==> config.mk <==
export PLATFORM = sky130hd
export DESIGN_NAME = vccr_regbank
export DESIGN_NICKNAME = d
export VERILOG_FILES = /design/src/vccr_pkg.sv /design/src/vccr_shifter.sv /design/src/vccr_regbank.sv
export VERILOG_INCLUDE_DIRS = /design/src /design/src/src
export SDC_FILE = /design/constraint.sdc
export NUM_CORES = 1
export LEC_CHECK = 0
export BUFFER_PORTS_ARGS = -buffer_cell sky130_fd_sc_hd__buf_4
export CORE_UTILIZATION = 35
export CTS_CLUSTER_SIZE = 10
export DETAILED_ROUTE_END_ITERATION = 7
export SYNTH_ARGS = -nofsm -noshare
export SYNTH_HDL_FRONTEND = slang
export SYNTH_HIERARCHICAL = 1
export SYNTH_SLANG_ARGS = --single-unit
==> constraint.sdc <==
create_clock -name clk_sys -period 5 [get_ports clk_sys]
set_input_delay 0.25 -clock clk_sys [delete_from_list [all_inputs] [get_ports clk_sys]]
set_output_delay 0.25 -clock clk_sys [all_outputs]
set_load 0.005 [all_outputs]
==> src/vccr_cfg.svh <==
// constants for the voice codec control register bank
`ifndef VCCR_CFG_SVH
`define VCCR_CFG_SVH

// register addresses carried in the control word
`define VCCR_ADDR_RSVD_LOW 3'h0
`define VCCR_ADDR_GAIN 3'h1
`define VCCR_ADDR_FILT 3'h2
`define VCCR_ADDR_PDC 3'h3
`define VCCR_ADDR_FAST 3'h4
`define VCCR_ADDR_SLOW 3'h5
`define VCCR_ADDR_RSVD_HIGH 3'h6
`define VCCR_NUM_REGS 5

// reset values
`define VCCR_RST_GAIN 8'h46
`define VCCR_RST_FILT 8'h11
`define VCCR_RST_PDC 8'h00
`define VCCR_RST_FAST 8'hF7
`define VCCR_RST_SLOW 8'h42

// implemented-bit masks, unused bits read as zero
`define VCCR_MASK_GAIN 8'hFF
`define VCCR_MASK_FILT 8'hFF
`define VCCR_MASK_PDC 8'hFF
`define VCCR_MASK_FAST 8'hFF
`define VCCR_MASK_SLOW 8'hFF

// gain register fields
`define VCCR_GAIN_READBACK_BIT 7
`define VCCR_GAIN_CODE_MSB 6
`define VCCR_GAIN_CODE_LSB 0

// filter / shift register fields
`define VCCR_FILT_WEAK_BIT 7
`define VCCR_FILT_HPF_MSB 6
`define VCCR_FILT_HPF_LSB 5
`define VCCR_FILT_SHIFT_MSB 4
`define VCCR_FILT_SHIFT_LSB 2
`define VCCR_FILT_DAC_MSB 1
`define VCCR_FILT_DAC_LSB 0
`define VCCR_SHIFT_MAX 3'h5

// power-down control register fields
`define VCCR_PDC_ADAPT_BIT 7
`define VCCR_PDC_BRIDGE_EN_BIT 6
`define VCCR_PDC_BRIDGE_DRV_BIT 5
`define VCCR_PDC_HYST_BIT 4
`define VCCR_PDC_MODE_MSB 3
`define VCCR_PDC_MODE_LSB 2
`define VCCR_PDC_MIC_PD_BIT 1
`define VCCR_PDC_FRONT_PD_BIT 0

// rate register fields
`define VCCR_RATE_ATTACK_MSB 7
`define VCCR_RATE_ATTACK_LSB 4
`define VCCR_RATE_RELEASE_MSB 3
`define VCCR_RATE_RELEASE_LSB 0

// timing
`define VCCR_CLK_KHZ 40000
`define VCCR_HYST_LONG_MS 50
`define VCCR_HYST_SHORT_MS 25

`endif

==> src/vccr_pkg.sv <==
// types shared by the voice codec control register bank
package vccr_pkg;

  typedef enum logic [1:0] {
    VCCR_HPF_NORMAL,
    VCCR_HPF_BYPASS,
    VCCR_HPF_CORNER_100HZ,
    VCCR_HPF_UNUSED
  } vccr_hpf_e;

  typedef enum logic [1:0] {
    VCCR_DAC_OFF,
    VCCR_DAC_SHIFTED_16,
    VCCR_DAC_DIRECT_20,
    VCCR_DAC_LOOPBACK
  } vccr_dac_e;

  typedef enum logic [1:0] {
    VCCR_GAIN_AUTO_DUAL,
    VCCR_GAIN_AUTO_SINGLE,
    VCCR_GAIN_FIXED_SINGLE,
    VCCR_GAIN_FIXED_IMMEDIATE
  } vccr_gain_mode_e;

  typedef logic [7:0] vccr_byte_t;

  typedef struct packed {
    logic rw;
    logic [2:0] addr;
    vccr_byte_t data;
  } vccr_ctrl_word_s;

  typedef struct packed {
    logic gain_readback_select;
    logic [6:0] gain_code;
    logic weak_io_drive_enable;
    vccr_hpf_e highpass_control;
    logic [2:0] shift_amount;
    vccr_dac_e dac_mode;
    logic dac_power_down;
    logic adaptive_quantization;
    logic bridge_output_enable;
    logic bridge_drive_strength;
    logic hysteresis_timeout_select;
    vccr_gain_mode_e gain_mode_select;
    logic mic_supply_power_down;
    logic input_chain_power_down;
    logic [3:0] fast_attack;
    logic [3:0] fast_release;
    logic slow_rate_active;
    logic [3:0] slow_attack;
    logic [3:0] slow_release;
  } vccr_fields_s;

endpackage

==> src/vccr_shifter.sv <==
// left shifter from the 16-bit host or adc word to the 20-bit dac input
`timescale 1ns/1ps
`include "vccr_cfg.svh"

module vccr_shifter
  import vccr_pkg::*;
(
  input wire logic [15:0] din,
  input wire logic [2:0] shift_code,
  output logic [19:0] dout
);

  localparam logic signed [15:0] LIM_POS = 16'h3FFF;
  localparam logic signed [15:0] LIM_NEG = 16'hC000;

  logic signed [15:0] clamped;
  logic signed [19:0] wide;

  always_comb begin
    clamped = $signed(din);
    wide = {{4{din[15]}}, din};
    dout = 20'h00000;
    // codes above five collapse onto five
    if (shift_code >= `VCCR_SHIFT_MAX) begin
      // clamp to 15 bits first so the five-bit shift cannot wrap
      if ($signed(din) > LIM_POS) begin
        clamped = LIM_POS;
      end else if ($signed(din) < LIM_NEG) begin
        clamped = LIM_NEG;
      end
      dout = {clamped[14:0], 5'h00};
    end else begin
      dout = 20'(wide <<< shift_code);
    end
  end

endmodule

==> src/vccr_regbank.sv <==
// control register bank of the voice-band codec, with dac input selection
//
// What this block does
// - decode addresses one to five, rest reserved
// - gain bit7 selects stored or applied readback
// - gain code, half-dB steps, -1 to +40
// - gain register resets to 0x46
// - filter bit7 gives half-strength io drive
// - highpass field selects normal, bypass, 100 Hz
// - shift field shifts the 16-bit host or adc word zero to five
// - dac mode: off, shifted, direct, loopback
// - power-down bit7 picks adaptive quantization
// - power-down bit6 enables bridge, off at reset
// - power-down bit5 picks bridge drive strength
// - power-down bit4 picks 50 or 25 ms
// - power-down bits3:2 select compressor gain mode
// - bit0 front end down, bit1 mic supply
// - fast register upper nibble is attack rate
// - fast lower nibble release, reset 0xF7
// - 12-bit control word, address zero idles
// - unused bits always read back zero
// - slow rates act only in dual mode
// - five-bit shift saturates to 15 bits
`timescale 1ns/1ps
`include "vccr_cfg.svh"

module vccr_regbank
  import vccr_pkg::*;
#(
  parameter int HYST_LONG_CYCLES = `VCCR_HYST_LONG_MS * `VCCR_CLK_KHZ,
  parameter int HYST_SHORT_CYCLES = `VCCR_HYST_SHORT_MS * `VCCR_CLK_KHZ
)
(
  input wire logic clk_sys,
  input wire logic rst,
  input wire logic por_rst,
  input wire logic ctrl_valid,
  input wire vccr_ctrl_word_s ctrl_word,
  input wire logic [6:0] applied_gain,
  input wire logic audio_valid,
  input wire logic [19:0] host_audio,
  input wire logic [15:0] adc_word,
  output logic rd_valid,
  output vccr_byte_t rd_data,
  output vccr_fields_s fields,
  output logic dac_valid,
  output logic [19:0] dac_word,
  output logic [20:0] hyst_timeout_cycles
);

  // ------------------------------------------------------------
  // state
  // ------------------------------------------------------------
  typedef struct packed {
    logic [`VCCR_NUM_REGS-1:0][7:0] regs;
    vccr_byte_t rd_data;
    logic rd_valid;
    logic [19:0] dac_word;
    logic dac_valid;
    logic [20:0] hyst_cycles;
  } vccr_state_s;

  vccr_state_s state_ff;
  vccr_state_s nxt_state;

  // ------------------------------------------------------------
  // decode helpers
  // ------------------------------------------------------------
  // true for the five user registers only
  function automatic logic vccr_is_user(input logic [2:0] addr);
    vccr_is_user = (addr >= `VCCR_ADDR_GAIN) && (addr <= `VCCR_ADDR_SLOW);
  endfunction

  function automatic logic [2:0] vccr_index(input logic [2:0] addr);
    vccr_index = 3'(addr - `VCCR_ADDR_GAIN);
  endfunction

  function automatic vccr_byte_t vccr_mask(input logic [2:0] addr);
    case (addr)
      `VCCR_ADDR_GAIN: vccr_mask = `VCCR_MASK_GAIN;
      `VCCR_ADDR_FILT: vccr_mask = `VCCR_MASK_FILT;
      `VCCR_ADDR_PDC: vccr_mask = `VCCR_MASK_PDC;
      `VCCR_ADDR_FAST: vccr_mask = `VCCR_MASK_FAST;
      `VCCR_ADDR_SLOW: vccr_mask = `VCCR_MASK_SLOW;
      default: vccr_mask = 8'h00;
    endcase
  endfunction

  // ------------------------------------------------------------
  // register defaults
  // ------------------------------------------------------------
  localparam logic [`VCCR_NUM_REGS-1:0][7:0] REG_DEFAULTS = {
    `VCCR_RST_SLOW,
    `VCCR_RST_FAST,
    `VCCR_RST_PDC,
    `VCCR_RST_FILT,
    `VCCR_RST_GAIN
  };

  localparam logic [20:0] HYST_LONG = 21'(HYST_LONG_CYCLES);
  localparam logic [20:0] HYST_SHORT = 21'(HYST_SHORT_CYCLES);

  // ------------------------------------------------------------
  // field views of the stored registers
  // ------------------------------------------------------------
  vccr_byte_t gain_reg;
  vccr_byte_t filt_reg;
  vccr_byte_t pdc_reg;
  vccr_byte_t fast_reg;
  vccr_byte_t slow_reg;
  logic [2:0] shift_code;
  logic [19:0] shifted;
  logic [15:0] shift_src;
  vccr_dac_e dac_mode;
  vccr_gain_mode_e gain_mode;

  assign gain_reg = state_ff.regs[vccr_index(`VCCR_ADDR_GAIN)];
  assign filt_reg = state_ff.regs[vccr_index(`VCCR_ADDR_FILT)];
  assign pdc_reg = state_ff.regs[vccr_index(`VCCR_ADDR_PDC)];
  assign fast_reg = state_ff.regs[vccr_index(`VCCR_ADDR_FAST)];
  assign slow_reg = state_ff.regs[vccr_index(`VCCR_ADDR_SLOW)];
  assign shift_code = filt_reg[`VCCR_FILT_SHIFT_MSB:`VCCR_FILT_SHIFT_LSB];
  assign dac_mode = vccr_dac_e'(filt_reg[`VCCR_FILT_DAC_MSB:`VCCR_FILT_DAC_LSB]);
  assign gain_mode = vccr_gain_mode_e'(pdc_reg[`VCCR_PDC_MODE_MSB:`VCCR_PDC_MODE_LSB]);

  // loopback feeds the local adc word, otherwise the host's 16-bit word
  assign shift_src = (dac_mode == VCCR_DAC_LOOPBACK) ? adc_word : host_audio[19:4];

  vccr_shifter u_shifter (
    .din(shift_src),
    .shift_code(shift_code),
    .dout(shifted)
  );

  // ------------------------------------------------------------
  // next state
  // ------------------------------------------------------------
  always_comb begin
    nxt_state = state_ff;
    nxt_state.rd_valid = 1'b0;
    nxt_state.dac_valid = 1'b0;

    // address zero carries no control action
    if (ctrl_valid && (ctrl_word.addr != `VCCR_ADDR_RSVD_LOW)) begin
      if (ctrl_word.rw) begin
        // reserved addresses are dropped; the controller avoids them
        for (int i = 0; i < `VCCR_NUM_REGS; i++) begin
          if (vccr_is_user(ctrl_word.addr) && (vccr_index(ctrl_word.addr) == 3'(i))) begin
            nxt_state.regs[i] = ctrl_word.data & vccr_mask(ctrl_word.addr);
          end
        end
      end else begin
        nxt_state.rd_valid = 1'b1;
        case (ctrl_word.addr)
          `VCCR_ADDR_GAIN: begin
            // readback select chooses stored code or live compressor gain
            if (gain_reg[`VCCR_GAIN_READBACK_BIT]) begin
              nxt_state.rd_data = {gain_reg[`VCCR_GAIN_READBACK_BIT], applied_gain};
            end else begin
              nxt_state.rd_data = gain_reg;
            end
          end
          `VCCR_ADDR_FILT: begin
            nxt_state.rd_data = filt_reg & `VCCR_MASK_FILT;
          end
          `VCCR_ADDR_PDC: begin
            nxt_state.rd_data = pdc_reg & `VCCR_MASK_PDC;
          end
          `VCCR_ADDR_FAST: begin
            nxt_state.rd_data = fast_reg & `VCCR_MASK_FAST;
          end
          `VCCR_ADDR_SLOW: begin
            nxt_state.rd_data = slow_reg & `VCCR_MASK_SLOW;
          end
          default: begin
            // reserved space answers zero
            nxt_state.rd_data = 8'h00;
          end
        endcase
      end
    end

    // ----------------------------------------------------------
    // dac input path, one word per audio strobe
    // ----------------------------------------------------------
    if (audio_valid) begin
      nxt_state.dac_valid = 1'b1;
      case (dac_mode)
        VCCR_DAC_OFF: begin
          // powered-down dac gets silence, avoids stale data on wake
          nxt_state.dac_word = 20'h00000;
        end
        VCCR_DAC_SHIFTED_16: begin
          nxt_state.dac_word = shifted;
        end
        VCCR_DAC_DIRECT_20: begin
          nxt_state.dac_word = host_audio;
        end
        VCCR_DAC_LOOPBACK: begin
          nxt_state.dac_word = shifted;
        end
        default: begin
          nxt_state.dac_word = 20'h00000;
        end
      endcase
    end

    // compressor hysteresis timeout in clock cycles
    if (pdc_reg[`VCCR_PDC_HYST_BIT]) begin
      nxt_state.hyst_cycles = HYST_SHORT;
    end else begin
      nxt_state.hyst_cycles = HYST_LONG;
    end
  end

  // ------------------------------------------------------------
  // registers
  // ------------------------------------------------------------
  always_ff @(posedge clk_sys) begin
    // either reset source restores every default
    if (rst || por_rst) begin
      state_ff.regs <= REG_DEFAULTS;
      state_ff.rd_data <= 8'h00;
      state_ff.rd_valid <= 1'b0;
      state_ff.dac_word <= 20'h00000;
      state_ff.dac_valid <= 1'b0;
      state_ff.hyst_cycles <= HYST_LONG;
    end else begin
      state_ff <= nxt_state;
    end
  end

  // ------------------------------------------------------------
  // outputs
  // ------------------------------------------------------------
  assign rd_valid = state_ff.rd_valid;
  assign rd_data = state_ff.rd_data;
  assign dac_valid = state_ff.dac_valid;
  assign dac_word = state_ff.dac_word;
  assign hyst_timeout_cycles = state_ff.hyst_cycles;

  always_comb begin
    fields.gain_readback_select = gain_reg[`VCCR_GAIN_READBACK_BIT];
    // code to dB mapping is in the compressor
    fields.gain_code = gain_reg[`VCCR_GAIN_CODE_MSB:`VCCR_GAIN_CODE_LSB];
    fields.weak_io_drive_enable = filt_reg[`VCCR_FILT_WEAK_BIT];
    fields.highpass_control =
      vccr_hpf_e'(filt_reg[`VCCR_FILT_HPF_MSB:`VCCR_FILT_HPF_LSB]);
    // effective shift, 11x reported as five
    fields.shift_amount = (shift_code > `VCCR_SHIFT_MAX) ? `VCCR_SHIFT_MAX : shift_code;
    fields.dac_mode = dac_mode;
    fields.dac_power_down = (dac_mode == VCCR_DAC_OFF);
    fields.adaptive_quantization = pdc_reg[`VCCR_PDC_ADAPT_BIT];
    fields.bridge_output_enable = pdc_reg[`VCCR_PDC_BRIDGE_EN_BIT];
    fields.bridge_drive_strength = pdc_reg[`VCCR_PDC_BRIDGE_DRV_BIT];
    fields.hysteresis_timeout_select = pdc_reg[`VCCR_PDC_HYST_BIT];
    fields.gain_mode_select = gain_mode;
    fields.mic_supply_power_down = pdc_reg[`VCCR_PDC_MIC_PD_BIT];
    fields.input_chain_power_down = pdc_reg[`VCCR_PDC_FRONT_PD_BIT];
    fields.fast_attack = fast_reg[`VCCR_RATE_ATTACK_MSB:`VCCR_RATE_ATTACK_LSB];
    fields.fast_release = fast_reg[`VCCR_RATE_RELEASE_MSB:`VCCR_RATE_RELEASE_LSB];
    // slow rates are masked out unless dual rate is selected
    fields.slow_rate_active = (gain_mode == VCCR_GAIN_AUTO_DUAL);
    if (gain_mode == VCCR_GAIN_AUTO_DUAL) begin
      fields.slow_attack = slow_reg[`VCCR_RATE_ATTACK_MSB:`VCCR_RATE_ATTACK_LSB];
      fields.slow_release = slow_reg[`VCCR_RATE_RELEASE_MSB:`VCCR_RATE_RELEASE_LSB];
    end else begin
      fields.slow_attack = 4'h0;
      fields.slow_release = 4'h0;
    end
  end

endmodule

==> summary.txt, run 1 <==
SETUP PATH
---------------------------------------------------------------------------------
Number of buffers and inverters on the critical path ...............            0
Startpoint of the worst-slack reg-to-reg timing path ...............  filt_reg[1]
Data arrival at the endpoint of the critical path ..................      2.80 ns
Type of element launching the critical path ........................    flip-flop
RR Endpoint ........................................................ dac_word[11]
Largest fanout of any net on the critical path .....................           19
Gate family responsible for the most delay along the worst path .... multiplexers
Largest incremental delay on the critical path .....................      0.62 ns
Endpoint class of the critical path ................................    flip-flop
Sequence of cells on the critical path ............................. nand2_1 > mux2_2 > maj3_1 > o31ai_1 > a21oi_1 > a22oi_1 > a211oi_1
Worst setup slack for register-to-register paths ...................      2.37 ns
Data required time at the worst endpoint ...........................      5.17 ns
Logic depth of the worst register-to-register path .................            7
Category of the critical setup timing path .........................      reg2reg
Slowest stage cell, crit path ......................................       mux2_2

TIMING
---------------------------------------------------------------------------------
Final setup vio count ..............................................            0
Highest achievable clock rate ......................................    0.380 GHz
Final Hold Vio Count ...............................................            0
Setup_tns ..........................................................         0 ns
Relative slew slack ................................................        0.290
Unrepaired setup endpoints after global routing ....................           no
Period minus WS final ..............................................      2.63 ns
Final worst-path cycle share .......................................        0.526
Final slew viol count ..............................................            0
Worst setup skew after layout ......................................   0.00604 ns
Transition time at the pin with the least slew margin ..............      1.06 ns

PLACED DESIGN
---------------------------------------------------------------------------------
DP Cell Count ......................................................          783
Post-DP HPWL .......................................................      10.0 mm
RePlAce Congestion .................................................        0.866
Count of input and output buffers ..................................          139

GRT
---------------------------------------------------------------------------------
Number of global-route vias before repair ..........................         3985
Global-route wire length before repair .............................      21.6 mm
Met1 Use GR ........................................................        0.293
Overall track demand over capacity in global routing ...............        0.209
Largest net degree at the start of global routing ..................           49
Global Route met2 Usage ............................................        0.321
Global Route met3 Usage ............................................       0.0324
Number of antenna violations at the first check in global routing ..            0
Layer with the highest usage .......................................         met2
Global route total overflow ........................................            0

FLOORPLAN
---------------------------------------------------------------------------------
Die Outline Area ...................................................   13700 um^2
Die span in x ......................................................       117 um
Core ar. ...........................................................   12800 um^2
Initial core utilization ...........................................        0.363
Die Span Y .........................................................       117 um
Number of top-level pins ...........................................          153
Total number of placement rows .....................................           41

SYNTH
---------------------------------------------------------------------------------
Mean cell area of the mapped netlist ...............................    8.83 um^2
Top cell types by occurrence after synthesis ....................... 72 x dfxtp_1, 53 x nor2_1, 34 x buf_4, 34 x nand2_1, 31 x mux2i_1
Syn Inst Count .....................................................          525
Flops & latches, synth .............................................           72
FFs w/ async S/R, synth ............................................            0
Share of the synthesized area in the top cell type .................        0.311
Synth Warn # .......................................................            6
Most common cell in the netlist ....................................      dfxtp_1
Fraction of the yosys area taken by sequential cells ...............        0.311
Synth Cell Area ....................................................    4630 um^2
Top cell type by total area after synthesis ........................      dfxtp_1
Dominant register cell in the synthesized netlist ..................      dfxtp_1
Cell types occupying the most area after synthesis ................. dfxtp_1 31%, mux2i_1 6.7%, mux2_2 5.8%
Count of distinct cell types in the synthesized netlist ............           59
Number of flops mapped to enable cells by yosys ....................            0

CTS
---------------------------------------------------------------------------------
Source-to-sink clock delay at the later pin of the worst-skew pair .      0.34 ns
Maximum buffer depth of the clock tree .............................            2
# hold bufs at CTS .................................................            0
Clock Sink Count ...................................................           72
Cell chosen for the clock root .....................................    clkbuf_16
Maximum level of the CTS H-tree ....................................            3
Number of setup buffers added after CTS ............................            0
Number of buffers inserted during clock tree synthesis .............            9
Quantity of gates resized following cts ............................            0
TritonCTS clock tree ...............................................        built
Clock Pin Slew Worst Setup and Hold Paths ..........................      0.06 ns

POWER
---------------------------------------------------------------------------------
Relative contribution of combinational cells to total power ........        0.131
Leakage power ......................................................      2.57 nW
Switching power share of the total .................................        0.245
Worst voltage drop across the vdd grid .............................     0.134 mV
Internal power .....................................................      1.16 mW
Switching pwr ......................................................       377 uW
Power per unit of standard cell area ...............................  263 nW/um^2
Part of the power in registers .....................................        0.382
Portion of total power attributed to the clock network .............        0.487

ROUTING
---------------------------------------------------------------------------------
Number of detailed-routing iterations run before antenna repair ....            5
Number of design rule violations left after detail routing .........            0
1st-iter DRT viols .................................................          396
Antenna Nets Post-Route ............................................            0
Final WL ...........................................................      14.1 mm
Drt via density ....................................................         5.47
Average wire length per cell after detail routing ..................      17.7 um
Vias post-DR .......................................................         4374

RUN
---------------------------------------------------------------------------------
Count of max-cap constraint violations .............................            0

LAYOUT
---------------------------------------------------------------------------------
Count of filler cells inserted in the layout .......................         1251
Register ranked first by flip-flop count ...........................     dac_word
Final Net Count ....................................................          684
Synth-to-Final Area Change .........................................        26.7%
Share of cells above drive strength 1 ..............................        0.337
Max reg flops ......................................................           20
Multi-input logic area .............................................    2740 um^2
Register Area ......................................................    1440 um^2
Count of non-filler cells in the finished layout ...................          799
# diodes ...........................................................            0

MIN PATH
---------------------------------------------------------------------------------
Worst hold endpoint ................................................  fast_reg[4]
Worst min-delay path startpoint .................................... ctrl_word[4]
Type of the tightest min-delay check ...............................       in2reg
Hold Crit Depth ....................................................            3

OUTCOME
---------------------------------------------------------------------------------
Result of the run .................................................. complete, no violations

==> per-stage QoR <==
stage          cell area [um^2]  worst slack (ns)  hold slack, ns  power (mW)  utilization
2_1_floorplan              4670              2.60           0.405       0.730            -
3_3_place_gp               5530              2.46           0.480       0.799        0.433
3_5_place_dp               5530              2.42           0.484       0.802        0.433
4_1_cts                    5870              2.40           0.243        1.55        0.460
5_1_grt                    5870              2.18           0.285        1.60        0.460
6_report                   5870              2.37           0.250        1.54        0.460
==> cell usage in the layout, fill, tap and decap left out, drive strengths merged, types with 3 or more instances in the layout <==
cell type	instances
a211oi	27
a21oi	24
a221o	9
a22o	7
a22oi	27
and2	10
and3	9
buf	147
bufinv	3
clkbuf	9
conb	13
dfxtp	72
inv	8
maj3	12
mux2	24
mux2i	31
mux4	6
nand2	35
nand2b	3
nand3	19
nor2	54
nor2b	7
o211ai	13
o21a	3
o21ai	18
o221ai	4
o31ai	8
==> kinds of logic after synthesis <==
kind of cell | Yosys count | share of synthesized area
simple gates | 147 | 0.159
buf+inv | 79 | 0.107
mux | 61 | 0.155
other cells | 2 | 0.00162
flops | 72 | 0.311
xor+xnor | 1 | 0.00189
compound gates | 149 | 0.231
fa+ha+maj | 14 | 0.0327
==> layer usage <==
layer	wire, um	vias up	share of wire
met5	0	-	0
met4	319	0	0.023
met3	828	21	0.059
met2	6360	190	0.45
met1	6590	2066	0.47
li1	-	2097	-
==> power by group through the flow <==
stage,clock network [mW],registers [mW],logic (mW)
3_5_place_dp,0,0.601,0.200
3_3_place_gp,0,0.601,0.198
5_1_grt,0.789,0.589,0.222
6_report,0.751,0.589,0.202
2_1_floorplan,0,0.601,0.130
4_1_cts,0.760,0.589,0.201
==> final cells by class <==
type	instances	area share
Clock buffer	9	0.0384
Clock inverter	7	0.0202
Inverter	7	0.00490
Multi-Input combinational cell	385	0.466
Sequential cell	72	0.246
Tap cell	172	0.0367
Timing Repair Buffer	147	0.188
==> worst reg2reg max path, delay by kind of cell (launching register included) <==
family	cells	cell delay, ns
flip-flops	1	0.40
AO/OA/AOI/OAI	4	0.57
adder cells (fa/ha/maj)	1	0.40
multiplexers	1	0.62
AND/OR/NAND/NOR	1	0.47
==> worst max path at each step <==
stage | startpoint | to | slack [ns] | depth (start not counted)
final | filt_reg[1] | dac_word[11] | 2.37 | 7
after global placement | filt_reg[1] | dac_word[11] | 2.46 | 7
after CTS | filt_reg[1] | dac_word[11] | 2.40 | 7
after detailed placement | filt_reg[1] | dac_word[11] | 2.42 | 7
after floorplan | filt_reg[0] | dac_word[15] | 2.60 | 11
after global routing | filt_reg[1] | dac_word[11] | 2.18 | 7
No activity file was read; power rests on OpenSTA's default activity.
==> run 2, diff against run 1 <==
Clock period 5 ns to 2.2 ns, I/O delays scaled along.
==> run 2 against run 1 <==
  * Global-route usage increased by 0.99 points
  * Clock-buffer cell count increased by 1
  * Cell area grew 2.3%
  * Fmax increased by 22%
  * Worst hold slack got worse by 0.14 ns
  * Non-clock buffer count grew 19
  * Critical path depth increased by 1
  * Wire length rose by 6.2%
  * Clock skew is 0.0029 ns higher
  * Core utilization rose by 1.1 points
  * Largest cell class unchanged
==> summary.txt, run 2 (synthesis results as in run 1) <==
POWER
---------------------------------------------------------------------------------
Worst voltage drop across the vdd grid .............................     0.326 mV
Power per unit of standard cell area ...............................  529 nW/um^2
Leakage power ......................................................      2.64 nW

TIMING
---------------------------------------------------------------------------------
Worst setup skew after layout ......................................   0.00897 ns
Period minus WS final ..............................................      2.15 ns
Final Hold Vio Count ...............................................            0
Final slew viol count ..............................................            0
Final setup vio count ..............................................            0
Relative slew slack ................................................        0.258
Transition time at the pin with the least slew margin ..............      1.11 ns
Highest achievable clock rate ......................................    0.464 GHz
Worst Setup Slack, final ...........................................    0.0456 ns
Final worst-path cycle share .......................................        0.979

CTS
---------------------------------------------------------------------------------
TritonCTS clock tree ...............................................        built
Number of buffers inserted during clock tree synthesis .............            9
Clock Sink Count ...................................................           72
Maximum buffer depth of the clock tree .............................            2
# hold bufs at CTS .................................................            0
Maximum level of the CTS H-tree ....................................            3
Clock Pin Slew Worst Setup and Hold Paths ..........................      0.06 ns
Cell chosen for the clock root .....................................    clkbuf_16
Source-to-sink clock delay at the later pin of the worst-skew pair .      0.34 ns

LAYOUT
---------------------------------------------------------------------------------
Leading cell type in the layout, fill and taps excluded ............        buf_4
Register ranked first by flip-flop count ...........................     dac_word
Count of non-filler cells in the finished layout ...................          820
Design area ........................................................    6010 um^2
# diodes ...........................................................            0
Max reg flops ......................................................           20
Leading cell types in the layout, fill and taps excluded ........... 163 x buf_4, 70 x dfxtp_1, 52 x nor2_1, 33 x nand2_1, 31 x mux2i_1
Share of cells above drive strength 1 ..............................        0.363
Final Net Count ....................................................          705
Synth-to-Final Area Change .........................................        29.6%

GRT
---------------------------------------------------------------------------------
Number of global-route vias before repair ..........................         3981
Number of antenna violations at the first check in global routing ..            0
Overall track demand over capacity in global routing ...............        0.219
Largest net degree at the start of global routing ..................           49
Global-route wire length before repair .............................      22.5 mm
Global route total overflow ........................................            0

SETUP PATH
---------------------------------------------------------------------------------
Type of element launching the critical path ........................    flip-flop
Data arrival at the endpoint of the critical path ..................      2.32 ns
Data required time at the worst endpoint ...........................      2.37 ns
Category of the critical setup timing path .........................      reg2reg
Endpoint class of the critical path ................................    flip-flop
Largest fanout of any net on the critical path .....................            7

MIN PATH
---------------------------------------------------------------------------------
Type of the tightest min-delay check ...............................       in2reg

ROUTING
---------------------------------------------------------------------------------
Number of design rule violations left after detail routing .........            0
1st-iter DRT viols .................................................          391
Number of detailed-routing iterations run before antenna repair ....            5
Drt via density ....................................................         5.42
Antenna Nets Post-Route ............................................            0
Final WL ...........................................................      15.0 mm
Average wire length per cell after detail routing ..................      18.3 um
Vias post-DR .......................................................         4448

OUTCOME
---------------------------------------------------------------------------------
Result of the run .................................................. complete, no violations

FLOORPLAN
---------------------------------------------------------------------------------
Total number of placement rows .....................................           41
Die Outline Area ...................................................   13700 um^2
Number of top-level pins ...........................................          153
Core ar. ...........................................................   12800 um^2
Initial core utilization ...........................................        0.363
Die span in x ......................................................       117 um
Die Span Y .........................................................       117 um

PLACED DESIGN
---------------------------------------------------------------------------------
Count of input and output buffers ..................................          139
DP Cell Count ......................................................          796
Post-DP HPWL .......................................................      10.7 mm
RePlAce Congestion .................................................        0.848
Worst setup slack after placement ..................................    0.0290 ns
Area post-placement ................................................    5640 um^2

RUN
---------------------------------------------------------------------------------
Count of max-cap constraint violations .............................            0

==> run 2: cell types whose count changed in the layout (fill, tap and decap cells not counted), moves of 2 or more <==
cell / delta
buf_4: +16
bufinv_16: -3
buf_12: +2
clkinvlp_4: +2
dfxtp_1: -2
dfxtp_2: +2
nand2_4: +2
==> run 2: power by group <==
part,switching (mW),internal (mW),total [mW]
clock,0.594,0.765,1.36
combinational,0.256,0.226,0.482
sequential,0.0144,1.32,1.34
total,0.865,2.31,3.18
==> run 2: layout make-up <==
class / count / area [um^2]
multi-input combinational: 387 / 2770
timing repair buffer: 166 / 1270
tap: 172 / 215
sequential: 72 / 1440
clock buffer: 10 / 229
inverter: 7 / 28.8
clock inverter: 6 / 43.8
fill: 1235 / 6770
==> run 2: routing by layer <==
metal	GRT usage	part of all wire	vias up
met3	0.0309	0.052	23
met4	0.0844	0.020	0
li1	-	-	2147
met5	0	0	-
met2	0.331	0.45	171
met1	0.313	0.48	2107
==> run 2: path summary, 6_finish.rpt <==
kind / slack (ns) / from / cells past startpoint / endpoint
max: 0.05 / filt_reg[0] / 8 / dac_word[5]
min: 0.11 / ctrl_word[4] / 3 / fast_reg[4]
max reg2reg: 0.05 / filt_reg[0] / 8 / dac_word[5]
min reg2reg: 0.49 / dac_word[11] / 2 / dac_word[11]
==> run 2: repair_timing <==
item                                    4_1_cts  5_1_grt
endpoints found under the setup margin        0       16
buffers inserted                              0        6
gates resized for setup                       0        5
==> run 2: through the flow <==
step | power, mW | util | hold slack [ns] | setup TNS [ns]
after floorplan | 1.66 | - | 0.291 | 0
after global placement | 1.83 | 0.442 | 0.449 | 0
after detailed placement | 1.83 | 0.442 | 0.450 | 0
after CTS | 3.19 | 0.463 | 0.0970 | 0
after global routing | 3.31 | 0.470 | 0.132 | -0.000243
final | 3.18 | 0.470 | 0.113 | 0
==> run 2: worst max-delay path, cell delays in order (launching register included) <==
cell,delay (ns)
dfxtp_2,0.40
nand2_4,0.12
mux2_4,0.38
clkbuf_4,0.20
maj3_1,0.35
mux2i_1,0.16
o21ai_1,0.09
a22oi_1,0.19
a211oi_1,0.09
==> run 3, diff against run 2 <==
Settings changed: HOLD_SLACK_MARGIN set to 0.12.
==> run 3 against run 2 <==
  * Core utilization increased by 0.078 points
  * Die area unchanged
  * Clock power barely moved
  * Global-route usage barely moved
  * Critical path depth is the same
  * First-iteration DRC count fell by 0.26%
  * Fmax is 0.46% lower
  * Sequential cell count did not move
  * Worst hold slack improved by 0.028 ns
  * Worst setup slack lost 0.0099 ns
  * Largest power group unchanged
==> summary.txt, run 3 (synthesis results as in run 1) <==
GRT
---------------------------------------------------------------------------------
Number of antenna violations at the first check in global routing ..            0
Global-route wire length before repair .............................      22.5 mm
Overall track demand over capacity in global routing ...............        0.219
Largest net degree at the start of global routing ..................           49
Global route total overflow ........................................            0
Number of global-route vias before repair ..........................         3987

FLOORPLAN
---------------------------------------------------------------------------------
Die Span Y .........................................................       117 um
Initial core utilization ...........................................        0.363
Number of top-level pins ...........................................          153
Core ar. ...........................................................   12800 um^2
Die Outline Area ...................................................   13700 um^2
Die span in x ......................................................       117 um
Total number of placement rows .....................................           41

TIMING
---------------------------------------------------------------------------------
Final Hold Vio Count ...............................................            0
Final worst-path cycle share .......................................        0.984
Final setup vio count ..............................................            0
Period minus WS final ..............................................      2.16 ns
Final slew viol count ..............................................            0
Worst setup skew after layout ......................................   0.00918 ns
Highest achievable clock rate ......................................    0.462 GHz
Transition time at the pin with the least slew margin ..............      1.11 ns
Relative slew slack ................................................        0.260
Setup_tns ..........................................................         0 ns

SETUP PATH
---------------------------------------------------------------------------------
Startpoint of the worst-slack reg-to-reg timing path ...............  filt_reg[0]
Endpoint class of the critical path ................................    flip-flop
Category of the critical setup timing path .........................      reg2reg
Data required time at the worst endpoint ...........................      2.37 ns
RR Endpoint ........................................................  dac_word[5]
Worst setup slack for register-to-register paths ...................      0.04 ns
Data arrival at the endpoint of the critical path ..................      2.33 ns
Logic depth of the worst register-to-register path .................            8
Largest fanout of any net on the critical path .....................            7
Type of element launching the critical path ........................    flip-flop

LAYOUT
---------------------------------------------------------------------------------
Leading cell types in the layout, fill and taps excluded ........... 163 x buf_4, 70 x dfxtp_1, 52 x nor2_1, 33 x nand2_1, 31 x mux2i_1
Count of non-filler cells in the finished layout ...................          821
Max reg flops ......................................................           20
Synth-to-Final Area Change .........................................        29.8%
Share of cells above drive strength 1 ..............................        0.362
Final Net Count ....................................................          706
Leading cell type in the layout, fill and taps excluded ............        buf_4
Count of filler cells inserted in the layout .......................         1234
# diodes ...........................................................            0
Register ranked first by flip-flop count ...........................     dac_word

RUN
---------------------------------------------------------------------------------
Count of max-cap constraint violations .............................            0

POWER
---------------------------------------------------------------------------------
Leakage power ......................................................      2.64 nW
Worst voltage drop across the vdd grid .............................     0.326 mV
Power per unit of standard cell area ...............................  529 nW/um^2

CTS
---------------------------------------------------------------------------------
Clock Sink Count ...................................................           72
Maximum level of the CTS H-tree ....................................            3
Cell chosen for the clock root .....................................    clkbuf_16
Clock Pin Slew Worst Setup and Hold Paths ..........................      0.07 ns
TritonCTS clock tree ...............................................        built
Source-to-sink clock delay at the later pin of the worst-skew pair .      0.34 ns
Number of buffers inserted during clock tree synthesis .............            9
Maximum buffer depth of the clock tree .............................            2

ROUTING
---------------------------------------------------------------------------------
Final WL ...........................................................      15.0 mm
Drt via density ....................................................         5.41
Antenna Nets Post-Route ............................................            0
Number of design rule violations left after detail routing .........            0
Number of detailed-routing iterations run before antenna repair ....            5
1st-iter DRT viols .................................................          390
Vias post-DR .......................................................         4441
Average wire length per cell after detail routing ..................      18.3 um

OUTCOME
---------------------------------------------------------------------------------
Result of the run .................................................. complete, no violations

MIN PATH
---------------------------------------------------------------------------------
Type of the tightest min-delay check ...............................       in2reg
Worst min-delay path startpoint .................................... ctrl_word[0]
Hold Crit Depth ....................................................            3
Worst hold endpoint ................................................   pdc_reg[0]

PLACED DESIGN
---------------------------------------------------------------------------------
RePlAce Congestion .................................................        0.848
Count of input and output buffers ..................................          139
Post-DP HPWL .......................................................      10.7 mm
DP Cell Count ......................................................          796

-- run 3: cell types whose count changed in the layout (fill, tap and decap cells not counted), sizes merged --
cell         change
dlygate4sd3      +1
-- run 3: where the power goes --
part,internal (mW),total [mW],switching [mW]
Sequential,1.32,1.34,0.0145
Combinational,0.227,0.483,0.256
Clock,0.765,1.36,0.597
Total,2.32,3.18,0.867
-- run 3: layer usage --
metal,share of wire,GRT usage,vias up
li1,-,-,2147
met1,0.48,0.314,2095
met2,0.45,0.332,178
met3,0.058,0.0309,21
met4,0.018,0.0844,0
met5,0,0,-
-- run 3: worst max-delay path, stage by stage (launching register included) --
cell and delay (ns):
dfxtp_2 0.40, nand2_4 0.12, mux2_4 0.38, clkbuf_4 0.20, maj3_1 0.35, mux2i_1 0.17, o21ai_1 0.09, a22oi_1 0.19
a211oi_1 0.09
-- run 3: per-stage QoR --
step | worst slack, ns | cell area (um^2) | utilization | power [mW] | hold WS, ns
2_1_floorplan | 0.00268 | 4690 | - | 1.66 | 0.291
3_3_place_gp | 0.0648 | 5640 | 0.442 | 1.83 | 0.449
3_5_place_dp | 0.0290 | 5640 | 0.442 | 1.83 | 0.450
4_1_cts | 0.0212 | 5930 | 0.464 | 3.19 | 0.142
5_1_grt | -0.000243 | 6020 | 0.471 | 3.31 | 0.152
6_report | 0.0356 | 6020 | 0.471 | 3.18 | 0.141
-- run 3: layout make-up --
| type | count | area [um^2] | share of cell area |
|---|---|---|---|
| Multi-Input combinational cell | 387 | 2770 | 0.461 |
| Inverter | 7 | 28.8 | 0.00478 |
| Clock buffer | 10 | 229 | 0.0381 |
| Sequential cell | 72 | 1440 | 0.240 |
| Clock inverter | 6 | 43.8 | 0.00728 |
| Timing Repair Buffer | 167 | 1280 | 0.213 |
| Tap cell | 172 | 215 | 0.0358 |
-- run 3: timing repair --
action	4_1_cts	5_1_grt
buffers inserted	0	6
endpoints found under the hold margin	1	0
setup endpoints to repair	0	16
hold buffers	1	0
resized for setup	0	5
-- run 3: worst max-delay path by stage --
stage	startpoint	end	slack, ns	depth (start not counted)
6_report	filt_reg[0]	dac_word[5]	0.04	8
4_1_cts	filt_reg[1]	dac_word[11]	0.02	7
2_1_floorplan	filt_reg[0]	dac_word[15]	0.003	11
3_5_place_dp	filt_reg[1]	dac_word[11]	0.03	7
5_1_grt	filt_reg[0]	dac_word[6]	-0.0002	8
3_3_place_gp	filt_reg[1]	dac_word[11]	0.06	7
